**config.mk**
```make
export PLATFORM = sky130hd
export DESIGN_NAME = trc_timer
export DESIGN_NICKNAME = d
export VERILOG_FILES = /design/src/pkg/trc_pkg.sv /design/src/core/trc_timer.sv
export SDC_FILE = /design/constraint.sdc
export NUM_CORES = 1
export LEC_CHECK = 0
export BUFFER_PORTS_ARGS = -buffer_cell sky130_fd_sc_hd__clkbuf_2
export CORE_ASPECT_RATIO = 0.75
export CORE_MARGIN = 3
export CORE_UTILIZATION = 60
export CTS_CLUSTER_SIZE = 25
export DETAILED_ROUTE_END_ITERATION = 8
export PLACE_DENSITY = 0.82
export SYNTH_ARGS = -nofsm -noshare
export SYNTH_HDL_FRONTEND = slang
export SYNTH_SLANG_ARGS = --single-unit
```
**constraint.sdc**
```tcl
create_clock -name mclk_in -period 5.4 [get_ports mclk_in]
set_input_delay 0 -clock mclk_in [delete_from_list [all_inputs] [get_ports mclk_in]]
set_output_delay 0 -clock mclk_in [all_outputs]
set_load 0.005 [all_outputs]
```
**src/pkg/trc_pkg.sv**
```systemverilog
// shared constants and types for the reload/compare timer
package trc_pkg;
   // register indices; byte address is four times the index
   localparam logic [7:0] IDX_CTRL   = 8'hc8;
   localparam logic [7:0] IDX_MODE   = 8'hc9;
   localparam logic [7:0] IDX_RCMP_L = 8'hca;
   localparam logic [7:0] IDX_RCMP_H = 8'hcb;
   localparam logic [7:0] IDX_CNT_L  = 8'hcc;
   localparam logic [7:0] IDX_CNT_H  = 8'hcd;
   localparam logic [7:0] IDX_STAT   = 8'hd0;
   localparam logic [7:0] IDX_MASK   = 8'hd1;
   localparam logic [7:0] IDX_IEN    = 8'hd2;
   localparam logic [7:0] IDX_CAP0_L = 8'he4;
   // control fields
   localparam int CTRL_FLAG_BIT = 7;
   localparam int CTRL_RUN_BIT  = 2;
   localparam int CTRL_MODE_BIT = 0;
   // mode fields
   localparam int MODE_RLD_EN_BIT = 7;
   localparam int MODE_DIV_LSB    = 4;
   localparam int MODE_CAPCLR_BIT = 3;
   localparam int MODE_MCLR_BIT   = 2;
   localparam int MODE_TRIG_LSB   = 0;
   // interrupt enable fields
   localparam int IEN_TIMER_BIT  = 0;
   localparam int IEN_GLOBAL_BIT = 7;
   // reset values
   localparam logic [7:0]  RST_BYTE = 8'h00;
   localparam logic [15:0] RST_WORD = 16'h0000;
   localparam logic [3:0]  RST_NIB  = 4'h0;
   localparam logic [8:0]  RST_PRE  = 9'h000;
   localparam logic [15:0] CNT_TOP  = 16'hffff;
   localparam int NUM_CAP = 3;
   localparam int PRE_W   = 9;

   typedef enum logic [1:0] {
      TRIG_OVF  = 2'b00,
      TRIG_CAP0 = 2'b01,
      TRIG_CAP1 = 2'b10,
      TRIG_CAP2 = 2'b11
   } trc_trig_t;

   typedef enum logic {
      MODE_RELOAD  = 1'b0,
      MODE_COMPARE = 1'b1
   } trc_mode_t;
endpackage

```
**src/core/trc_timer.sv**
```systemverilog
// 16-bit reload/compare timer with capture registers and apb slave
// Operation
// - 16-bit counter, low byte carries into high
// - prescaler ratios 1 to 512 by field
// - counts only while run; stop holds count except on a capture clear or capture reload
// - mode bit 0: reload, 1: compare
// - overflow or match sets flag, gated interrupt
// - reload enable copies reload value on event
// - trigger field picks overflow or capture
// - reload mode capture clear zeroes counter
// - capture clear suppresses reload on capture
// - compare mode match clear zeroes counter
// - reload/compare pair holds both values
// - three capture channels, own register pairs
// - counter bytes accessed separately; stop first
// - registers reset to zero
// - match when counter equals compare value
// - capture event copies running count
//
// Implementation choice: the APB register port.
`timescale 1ns/1ps
module trc_timer (
   input  wire logic        mclk_in,
   input  wire logic        sys_rst_in,
   input  wire logic        psel_in,
   input  wire logic        penable_in,
   input  wire logic        pwrite_in,
   input  wire logic [11:0] paddr_in,
   input  wire logic [31:0] pwdata_in,
   input  wire logic [3:0]  pstrb_in,
   input  wire logic [2:0]  cap_event_in,
   output logic      [31:0] prdata_out,
   output logic             pready_out,
   output logic             pslverr_out,
   output logic             timer_irq_out,
   output logic             irq_out
);

   function automatic logic hit(input logic [11:0] a,
                                input logic [7:0]  k);
      return (a[1:0] == 2'b00) && (a[11:10] == 2'b00) && (a[9:2] == k);
   endfunction

   function automatic logic [8:0] div_mask(input logic [2:0] s);
      unique case (s)
         3'h0: return 9'h000;
         3'h1: return 9'h003;
         3'h2: return 9'h00f;
         3'h3: return 9'h01f;
         3'h4: return 9'h03f;
         3'h5: return 9'h07f;
         3'h6: return 9'h0ff;
         3'h7: return 9'h1ff;
      endcase
   endfunction

   // trigger decode; the overflow code picks no capture channel
   function automatic logic cap_pick(input logic [1:0] t,
                                     input logic [2:0] ev);
      unique case (t)
         2'b00: return 1'b0;
         2'b01: return ev[0];
         2'b10: return ev[1];
         2'b11: return ev[2];
      endcase
   endfunction

   logic        run_reg;
   logic        mode_bit_reg;
   logic        flag_reg;
   logic [7:0]  mode_reg;
   logic [15:0] rcmp_reg;
   logic [15:0] cnt_reg;
   logic [15:0] cap_reg [0:2];
   logic [3:0]  stat_reg;
   logic [3:0]  mask_reg;
   logic [1:0]  ien_reg;
   logic [8:0]  pre_reg;
   logic [31:0] prdata_reg;
   logic        pready_reg;
   logic        pslverr_reg;
   logic        tirq_reg;
   logic        irq_reg;

   // apb decode; one wait-free access after setup
   wire         setup    = psel_in & ~penable_in & ~pready_reg;
   wire         acc_wr   = psel_in & penable_in & pready_reg &
                           pwrite_in & pstrb_in[0];
   wire [7:0]   wdat     = pwdata_in[7:0];
   wire         wr_ctrl  = acc_wr & hit(paddr_in, trc_pkg::IDX_CTRL);
   wire         wr_mode  = acc_wr & hit(paddr_in, trc_pkg::IDX_MODE);
   wire         wr_rc_lo = acc_wr & hit(paddr_in, trc_pkg::IDX_RCMP_L);
   wire         wr_rc_hi = acc_wr & hit(paddr_in, trc_pkg::IDX_RCMP_H);
   wire         wr_cn_lo = acc_wr & hit(paddr_in, trc_pkg::IDX_CNT_L);
   wire         wr_cn_hi = acc_wr & hit(paddr_in, trc_pkg::IDX_CNT_H);
   wire         wr_stat  = acc_wr & hit(paddr_in, trc_pkg::IDX_STAT);
   wire         wr_mask  = acc_wr & hit(paddr_in, trc_pkg::IDX_MASK);
   wire         wr_ien   = acc_wr & hit(paddr_in, trc_pkg::IDX_IEN);
   wire         wr_cnt   = wr_cn_lo | wr_cn_hi;

   // mode fields
   wire         compare  = (mode_bit_reg == trc_pkg::MODE_COMPARE);
   wire         rld_en   = mode_reg[trc_pkg::MODE_RLD_EN_BIT];
   wire [2:0]   div_sel  = mode_reg[trc_pkg::MODE_DIV_LSB +: 3];
   wire         capclr   = mode_reg[trc_pkg::MODE_CAPCLR_BIT];
   wire         mclr     = mode_reg[trc_pkg::MODE_MCLR_BIT];
   wire [1:0]   trig     = mode_reg[trc_pkg::MODE_TRIG_LSB +: 2];

   // prescaler tick; only advances while running
   wire [8:0]   pmask    = div_mask(div_sel);
   wire         tick     = run_reg & ((pre_reg & pmask) == pmask);

   // counter events
   wire         ovf      = tick & (cnt_reg == trc_pkg::CNT_TOP);
   wire         match    = tick & compare & (cnt_reg == rcmp_reg);
   wire         cap_any  = |cap_event_in;
   wire         cap_clr  = ~compare & capclr & cap_any;
   // decoded by case so no channel index can fall out of range
   wire         trig_cap = cap_pick(trig, cap_event_in);
   wire         trig_hit = (trig == trc_pkg::TRIG_OVF) ? ovf : trig_cap;
   // capture clear overrides the reload on the same capture
   wire         reload   = ~compare & rld_en & ~cap_clr & trig_hit;
   wire         mclr_hit = match & mclr;
   wire [15:0]  cnt_inc  = cnt_reg + 16'h0001;
   wire [15:0]  cnt_hw   = cap_clr  ? trc_pkg::RST_WORD :
                           reload   ? rcmp_reg :
                           mclr_hit ? trc_pkg::RST_WORD :
                           tick     ? cnt_inc : cnt_reg;
   // byte writes replace one half only; a running count may tear
   wire [15:0]  cnt_next = wr_cn_lo ? {cnt_hw[15:8], wdat} :
                           wr_cn_hi ? {wdat, cnt_hw[7:0]} : cnt_hw;

   // flags: hardware set wins over a software clear
   wire         flag_set  = ovf | match;
   wire         flag_next = flag_set |
                            (wr_ctrl ? wdat[trc_pkg::CTRL_FLAG_BIT] : flag_reg);
   wire [3:0]   stat_set  = {cap_event_in, flag_set};
   wire [3:0]   stat_clr  = wr_stat ? wdat[3:0] : trc_pkg::RST_NIB;
   wire [3:0]   stat_next = stat_set | (stat_reg & ~stat_clr);

   // read mux; capture pairs sit at six consecutive indices
   wire [7:0]   ridx     = paddr_in[9:2];
   wire [7:0]   cap_off  = ridx - trc_pkg::IDX_CAP0_L;
   wire         cap_sel  = (paddr_in[1:0] == 2'b00) &&
                           (paddr_in[11:10] == 2'b00) &&
                           (ridx >= trc_pkg::IDX_CAP0_L) &&
                           (cap_off < 8'd6);
   logic [7:0]  rd_byte;
   logic        rd_ok;

   always_comb begin
      rd_byte = trc_pkg::RST_BYTE;
      rd_ok   = 1'b1;
      if (cap_sel) begin
         rd_byte = cap_off[0] ? cap_reg[cap_off[2:1]][15:8] :
                                cap_reg[cap_off[2:1]][7:0];
      end else if (hit(paddr_in, trc_pkg::IDX_CTRL)) begin
         rd_byte = {flag_reg, 4'h0, run_reg, 1'b0, mode_bit_reg};
      end else if (hit(paddr_in, trc_pkg::IDX_MODE)) begin
         rd_byte = mode_reg;
      end else if (hit(paddr_in, trc_pkg::IDX_RCMP_L)) begin
         rd_byte = rcmp_reg[7:0];
      end else if (hit(paddr_in, trc_pkg::IDX_RCMP_H)) begin
         rd_byte = rcmp_reg[15:8];
      end else if (hit(paddr_in, trc_pkg::IDX_CNT_L)) begin
         rd_byte = cnt_reg[7:0];
      end else if (hit(paddr_in, trc_pkg::IDX_CNT_H)) begin
         rd_byte = cnt_reg[15:8];
      end else if (hit(paddr_in, trc_pkg::IDX_STAT)) begin
         rd_byte = {4'h0, stat_reg};
      end else if (hit(paddr_in, trc_pkg::IDX_MASK)) begin
         rd_byte = {4'h0, mask_reg};
      end else if (hit(paddr_in, trc_pkg::IDX_IEN)) begin
         rd_byte = {ien_reg[1], 6'h00, ien_reg[0]};
      end else begin
         rd_ok = 1'b0;
      end
   end

   // bus answer
   always_ff @(posedge mclk_in or posedge sys_rst_in) begin
      if (sys_rst_in) begin
         pready_reg  <= 1'b0;
         pslverr_reg <= 1'b0;
         prdata_reg  <= 32'h0000_0000;
      end else begin
         pready_reg  <= setup;
         pslverr_reg <= setup & ~rd_ok;
         if (setup) begin
            prdata_reg <= {24'h00_0000, rd_byte};
         end
      end
   end

   // control and configuration
   always_ff @(posedge mclk_in or posedge sys_rst_in) begin
      if (sys_rst_in) begin
         run_reg      <= 1'b0;
         mode_bit_reg <= 1'b0;
         flag_reg     <= 1'b0;
         mode_reg     <= trc_pkg::RST_BYTE;
         rcmp_reg     <= trc_pkg::RST_WORD;
         mask_reg     <= trc_pkg::RST_NIB;
         ien_reg      <= 2'b00;
      end else begin
         flag_reg <= flag_next;
         if (wr_ctrl) begin
            run_reg      <= wdat[trc_pkg::CTRL_RUN_BIT];
            mode_bit_reg <= wdat[trc_pkg::CTRL_MODE_BIT];
         end
         if (wr_mode) begin
            mode_reg <= wdat;
         end
         if (wr_rc_lo) begin
            rcmp_reg[7:0] <= wdat;
         end
         if (wr_rc_hi) begin
            rcmp_reg[15:8] <= wdat;
         end
         if (wr_mask) begin
            mask_reg <= wdat[3:0];
         end
         if (wr_ien) begin
            ien_reg <= {wdat[trc_pkg::IEN_GLOBAL_BIT],
                        wdat[trc_pkg::IEN_TIMER_BIT]};
         end
      end
   end

   // counter, prescaler, status, interrupts
   always_ff @(posedge mclk_in or posedge sys_rst_in) begin
      if (sys_rst_in) begin
         cnt_reg  <= trc_pkg::RST_WORD;
         pre_reg  <= trc_pkg::RST_PRE;
         stat_reg <= trc_pkg::RST_NIB;
         tirq_reg <= 1'b0;
         irq_reg  <= 1'b0;
      end else begin
         cnt_reg  <= cnt_next;
         stat_reg <= stat_next;
         // restart the divider on a mode write so a new ratio starts clean
         if (wr_mode) begin
            pre_reg <= trc_pkg::RST_PRE;
         end else if (run_reg) begin
            pre_reg <= pre_reg + 9'h001;
         end
         tirq_reg <= flag_reg & ien_reg[0] & ien_reg[1];
         irq_reg  <= |(stat_reg & mask_reg);
      end
   end

   // capture pairs; a capture event wins over a software write
   for (genvar n = 0; n < trc_pkg::NUM_CAP; n++) begin : g_cap
      wire [7:0] lo_idx = trc_pkg::IDX_CAP0_L + 8'(2 * n);
      wire       wr_lo  = acc_wr & hit(paddr_in, lo_idx);
      wire       wr_hi  = acc_wr & hit(paddr_in, lo_idx + 8'd1);
      always_ff @(posedge mclk_in or posedge sys_rst_in) begin
         if (sys_rst_in) begin
            cap_reg[n] <= trc_pkg::RST_WORD;
         end else if (cap_event_in[n]) begin
            cap_reg[n] <= cnt_reg;
         end else if (wr_lo) begin
            cap_reg[n][7:0] <= wdat;
         end else if (wr_hi) begin
            cap_reg[n][15:8] <= wdat;
         end
      end
   end

   assign prdata_out    = prdata_reg;
   assign pready_out    = pready_reg;
   assign pslverr_out   = pslverr_reg;
   assign timer_irq_out = tirq_reg;
   assign irq_out       = irq_reg;

   wire plain_step = tick & ~cap_clr & ~reload & ~mclr_hit & ~wr_cnt;
endmodule

```
After elaboration in Yosys (flattened, before gate mapping):

Memory sizes are Yosys's and may differ from the RTL's.
Cells that the tools add are included.

* add/sub/neg operators: 3
* multipliers: 0
* divide/modulo/power cells: 0
* $lt $le $gt $ge: 3
* eq/ne operators: 24
* shifts and indexed selects: 0
* multiplexer cells: 48
* bitwise operators: 47
* reductions and logical operators: 33

Operators by type and width (number)
* $mux 16: 11
* $mux 8: 20
* $eq 8x8->1 const B: 15
* $and 1x1->1: 34
* $bmux 16 s2: 1
* $logic_and 1x1->1: 18
* $mux 9: 2
* $add 16x1->16 const B: 1
* $eq 16x16->1: 1
* $eq 16x16->1 const B: 1
* $reduce_bool 2->1: 7
* $mux 1: 12
* $add 9x1->9 const B: 1
* $and 9x9->9: 1
* $eq 9x9->1: 1
* $and 4x4->4: 2
* $ge 8x8->1 const B: 1
* $lt 8x3->1 const B: 1
* $sub 8x8->8 const B: 1
* $logic_not 2->1: 3
* $ne 2x2->1 const B: 3
* $reduce_and 2->1: 3
* $not 1->1: 5
* $eq 2x2->1 const B: 2
* 10 further kinds: 11

* register bits after elaboration: 122
* bits in latches: 0
* memory bits (writable): 0
* memory bits (read-only): 72
* input bits: 56
* word-level logic and storage cells: 181
* memories: 1

Memory list
* (name not given): words 8, bits a word 9, rd ports 1, clocked after memory_dff 0, write ports 0, RTL line trc_timer.sv:45 `unique case (s)`

Logic depth before layout (Yosys ltp):

* depth in word-level cells: 15
* mapped depth: 10
* mapped depth without buffers: 9

Worst setup path after synthesis:

No wires, ideal clock.

* path type: register to register
* start: reg cnt_reg[0]
* end: reg cnt_reg[15]
* library setup time: 126 ps
* arrival: 2195 ps
* data required time: 5274 ps
* path slack: 3079 ps
* stages on the path, launching flop included: 9
* path buffers: 0
* period minus slack after synthesis: 2321 ps
* cells stage by stage: dfrtp_1 -> ha_1 -> and4_1 -> nand4_1 -> or4_1 -> o31a_1 -> o211ai_1 -> nor2_1 -> a221o_1

* longest elaborated chain between the ends: 8

Ends and longest elaborated chain
* start, declared: RTL line trc_timer.sv:73 `logic [15:0] cnt_reg;`
* start signal, assigned: RTL line trc_timer.sv:233 `cnt_reg <= trc_pkg::RST_WORD;`
* start signal, assigned: RTL line trc_timer.sv:239 `cnt_reg <= cnt_next;`
* parallel branches: the longest is 4 deep, another holds $add 16x1->16
* $mux 16 *: RTL line trc_timer.sv:126 `reload ? rcmp_reg :`
* $mux 16 *: RTL line trc_timer.sv:125 `wire [15:0] cnt_hw = cap_clr ? trc_pkg::RST_WORD :`
* $mux 16: RTL line trc_timer.sv:131 `wr_cn_hi ? {wdat, cnt_hw[7:0]} : cnt_hw;`
* $mux 16 *: RTL line trc_timer.sv:130 `wire [15:0] cnt_next = wr_cn_lo ? {cnt_hw[15:8], wdat} :`
* via cnt_next[15]: RTL line trc_timer.sv:130

Mark *: on every way through the listed nets, which the timed path passes.
A chain may end at the register's enable or synchronous reset.

Worst setup path in the final report:

Ends and elaborated chain as after synthesis.

==> reports/metrics.yaml <==
status: "finished, final reports clean"
place.gp.congestion: 0.980
initial_core_util_pct: 63.0
min_path_type: "input pin to register"
worst-path-buf-inv: 0
critPathRequiredTime_ps: 5690
final_area_um2: 8170
drive_above_1_share_pct: 16.6
yosysSeqAreaShare_pct: 40.9
synth_top_area_share_pct: 40.9
arrival_ps: 3490
p_clk_share_pct: 52.4
p_comb_share_pct: 6.6
die-area_um2: 13800
synth_most_common_cell: "dfrtp_1"
htreeDepth: 4
grt_pass1_wl_um: 34100
met1_usage_pct: 43.5
grt_pass1_vias: 6162
dpl_cell_area_um2: 7540
path_delay_family: "simple AND/OR/NAND/NOR gates"
grtUsageMet3_pct: 10.3
final_util_pct: 68.8
drtIter0Drc: 1025
cts_tree: "yes"
syn_avg_cell_area_um2: 9.38
diodes: 0
dp_hpwl_um: 15000
clock_sinks: 122
cpPeakStageDelay_ps: 630
grt_overflow: 0
synth_edf_count: 0
crit_chain: "ha_1 > and4_1 > nand4_1 > or4_1 > o31a_1 > o211ai_1 > nor2_1 > a221o_1"
internal_power_mw: 1.76
max-vdd-ir-drop_v: 0.000280
wl_um: 22500
maxCapViolCount: 0
setup_viol: 0
nets: 866
ant_nets: 0
clockBufferDepth: 2
finClkSkew_ps: 9.19
p_per_area_nw_per_um2: 278
crit_path_start_kind: "register"
wl_per_cell_um: 23.0
drc: 0
yosysTopAreaCell: "dfrtp_1"
tightest_slew_ps: 1020
synth-main-ff-cell: "dfrtp_1"
setup_tns_ps: 0
synth_area_leaders: "dfrtp_1, mux2i_1, mux2_2, nand2_1, o21ai_0"
port_buffers: 40
p_leak_nw: 3.85
p_switching_mw: 0.517
grt.total_usage_pct: 32.8
timing.final.crit_period_ps: 3190
largest_reg_flops: 48
cts_root_buf: "clkbuf_16"
yosysWarnings: 0
synth_common_cells: "dfrtp_1, nand2_1, o21ai_0"
ys_types: 71
async_flop_share_pct: 100
worst-path-max-fanout: 9
insertion_delay_ps: 410
slew_headroom_pct: 31.5
hold_viol: 0
path_clk_slew_ps: 50
holdWs_ps: 71.6
slowest_stage: "dfrtp_1"
vias_per_cell: 6.73
met2_usage_pct: 49.5
crit_path_end_kind: "register"
synthToLayoutAreaGrowth_pct: 9.33
rows: 34
cts_setup_buffers: 0
ios: 92
dieHeight_um: 103
layout_worst_path_cycle_share_pct: 59.1
ys_seq_elements: 122
antenna_found_initial: 0
cts_buffers: 17
grt_max_degree: 75
drv_slew: 0
rsz0062_at_grt: "false"
synth_area_um2: 7470
sw_frac_of_total_pct: 22.7
syn_inst: 797
grt-busiest-layer: "met2"
design.core.area_um2: 11900
die_x_um: 135
first_pass_iters: 9
path_class: "register to register"
fmax_mhz: 313
seqPwrFrac_pct: 41.0
num_vias: 6575
-- through the flow --
stage                     worst slack, ps  total power, mW  instances
final                                2210             2.27        977
after detailed placement             2390             1.09        944
after CTS                            2350             2.27        977
after global routing                 2180             2.33        977
after global placement               2440             1.09        944
after floorplan                      2160             1.05        820
-- final cells by class --
cell class	instances	area [um^2]
Sequential cell	122	3050
Timing Repair Buffer	46	250
Fill cell	901	3700
Clock buffer	23	468
Multi-Input combinational cell	606	4010
Clock inverter	8	143
Tap cell	162	203
Inverter	10	40.0
-- per-layer routing --
layer | part of all wire [%] | up-vias
li1 | - | 2815
met1 | 39 | 3156
met2 | 44 | 494
met3 | 13 | 110
met4 | 4.3 | 0
met5 | 0 | -
-- power groups by stage --
stage | Clock (mW) | Combinational [mW] | Sequential (mW)
after floorplan | 0 | 0.102 | 0.948
after global placement | 0 | 0.139 | 0.948
after detailed placement | 0 | 0.143 | 0.949
after CTS | 1.19 | 0.146 | 0.933
after global routing | 1.24 | 0.161 | 0.934
final | 1.19 | 0.150 | 0.933
-- worst reg2reg max path, delay by kind of cell, from the launching register on --
kind	cells	cell delay [ps]
fa+ha+maj	1	290
flops	1	630
simple gates	4	1190
compound gates	3	960
-- path summary, 6_finish.rpt --
kind	depth (start not counted)	end	start	slack [ps]
max in group asynchronous	4	pready_out$_DFF_PP0_	sys_rst_in	3830
worst max-delay path	8	cnt_reg[15]$_DFF_PP0_	cnt_reg[0]$_DFFE_PP0P_	2210
min in group asynchronous	3	rcmp_reg[7]$_DFFE_PP0P_	sys_rst_in	200
worst min-delay path	2	cnt_reg[14]$_DFF_PP0_	pwdata_in[6]	70
worst min register to register	2	stat_reg[0]$_DFF_PP0_	stat_reg[0]$_DFF_PP0_	490
worst max register to register	8	cnt_reg[15]$_DFF_PP0_	cnt_reg[0]$_DFFE_PP0P_	2210
-- repair_timing --
item / in CTS / in global routing
resized for setup: 0 / 0
hold buffers: 2 / 0
hold endpoints to repair: 49 / 0
-- cell usage in the layout (no fill, tap or decap), types with 10 or more instances in the layout --
master,instances
xor2_1,24
o21ai_0,69
a21oi_1,27
nor3_1,10
nand2_1,107
a22oi_1,17
mux2_2,38
clkbuf_2,40
clkbuf_16,17
mux2i_1,66
conb_1,24
nor2_1,46
and3_1,11
nand3_1,24
dfrtp_1,122
xnor2_1,13
-- logic make-up (layout without fill, tap and decap cells) --
kind of cell | count (synthesis) | count (layout) | synth area share, %
AOI/OAI and AO/OA | 175 | 175 | 14.9
muxes | 106 | 106 | 15.2
xor gates and xnor gates | 37 | 37 | 4.34
buffers and inverters | 92 | 87 | 6.66
other | 1 | 24 | 0.0502
and+or+nand+nor | 257 | 257 | 16.9
DFF | 122 | 122 | 40.9
adders and majority gates | 7 | 7 | 1.17
Note: power is estimated with default switching activity, not from simulation.
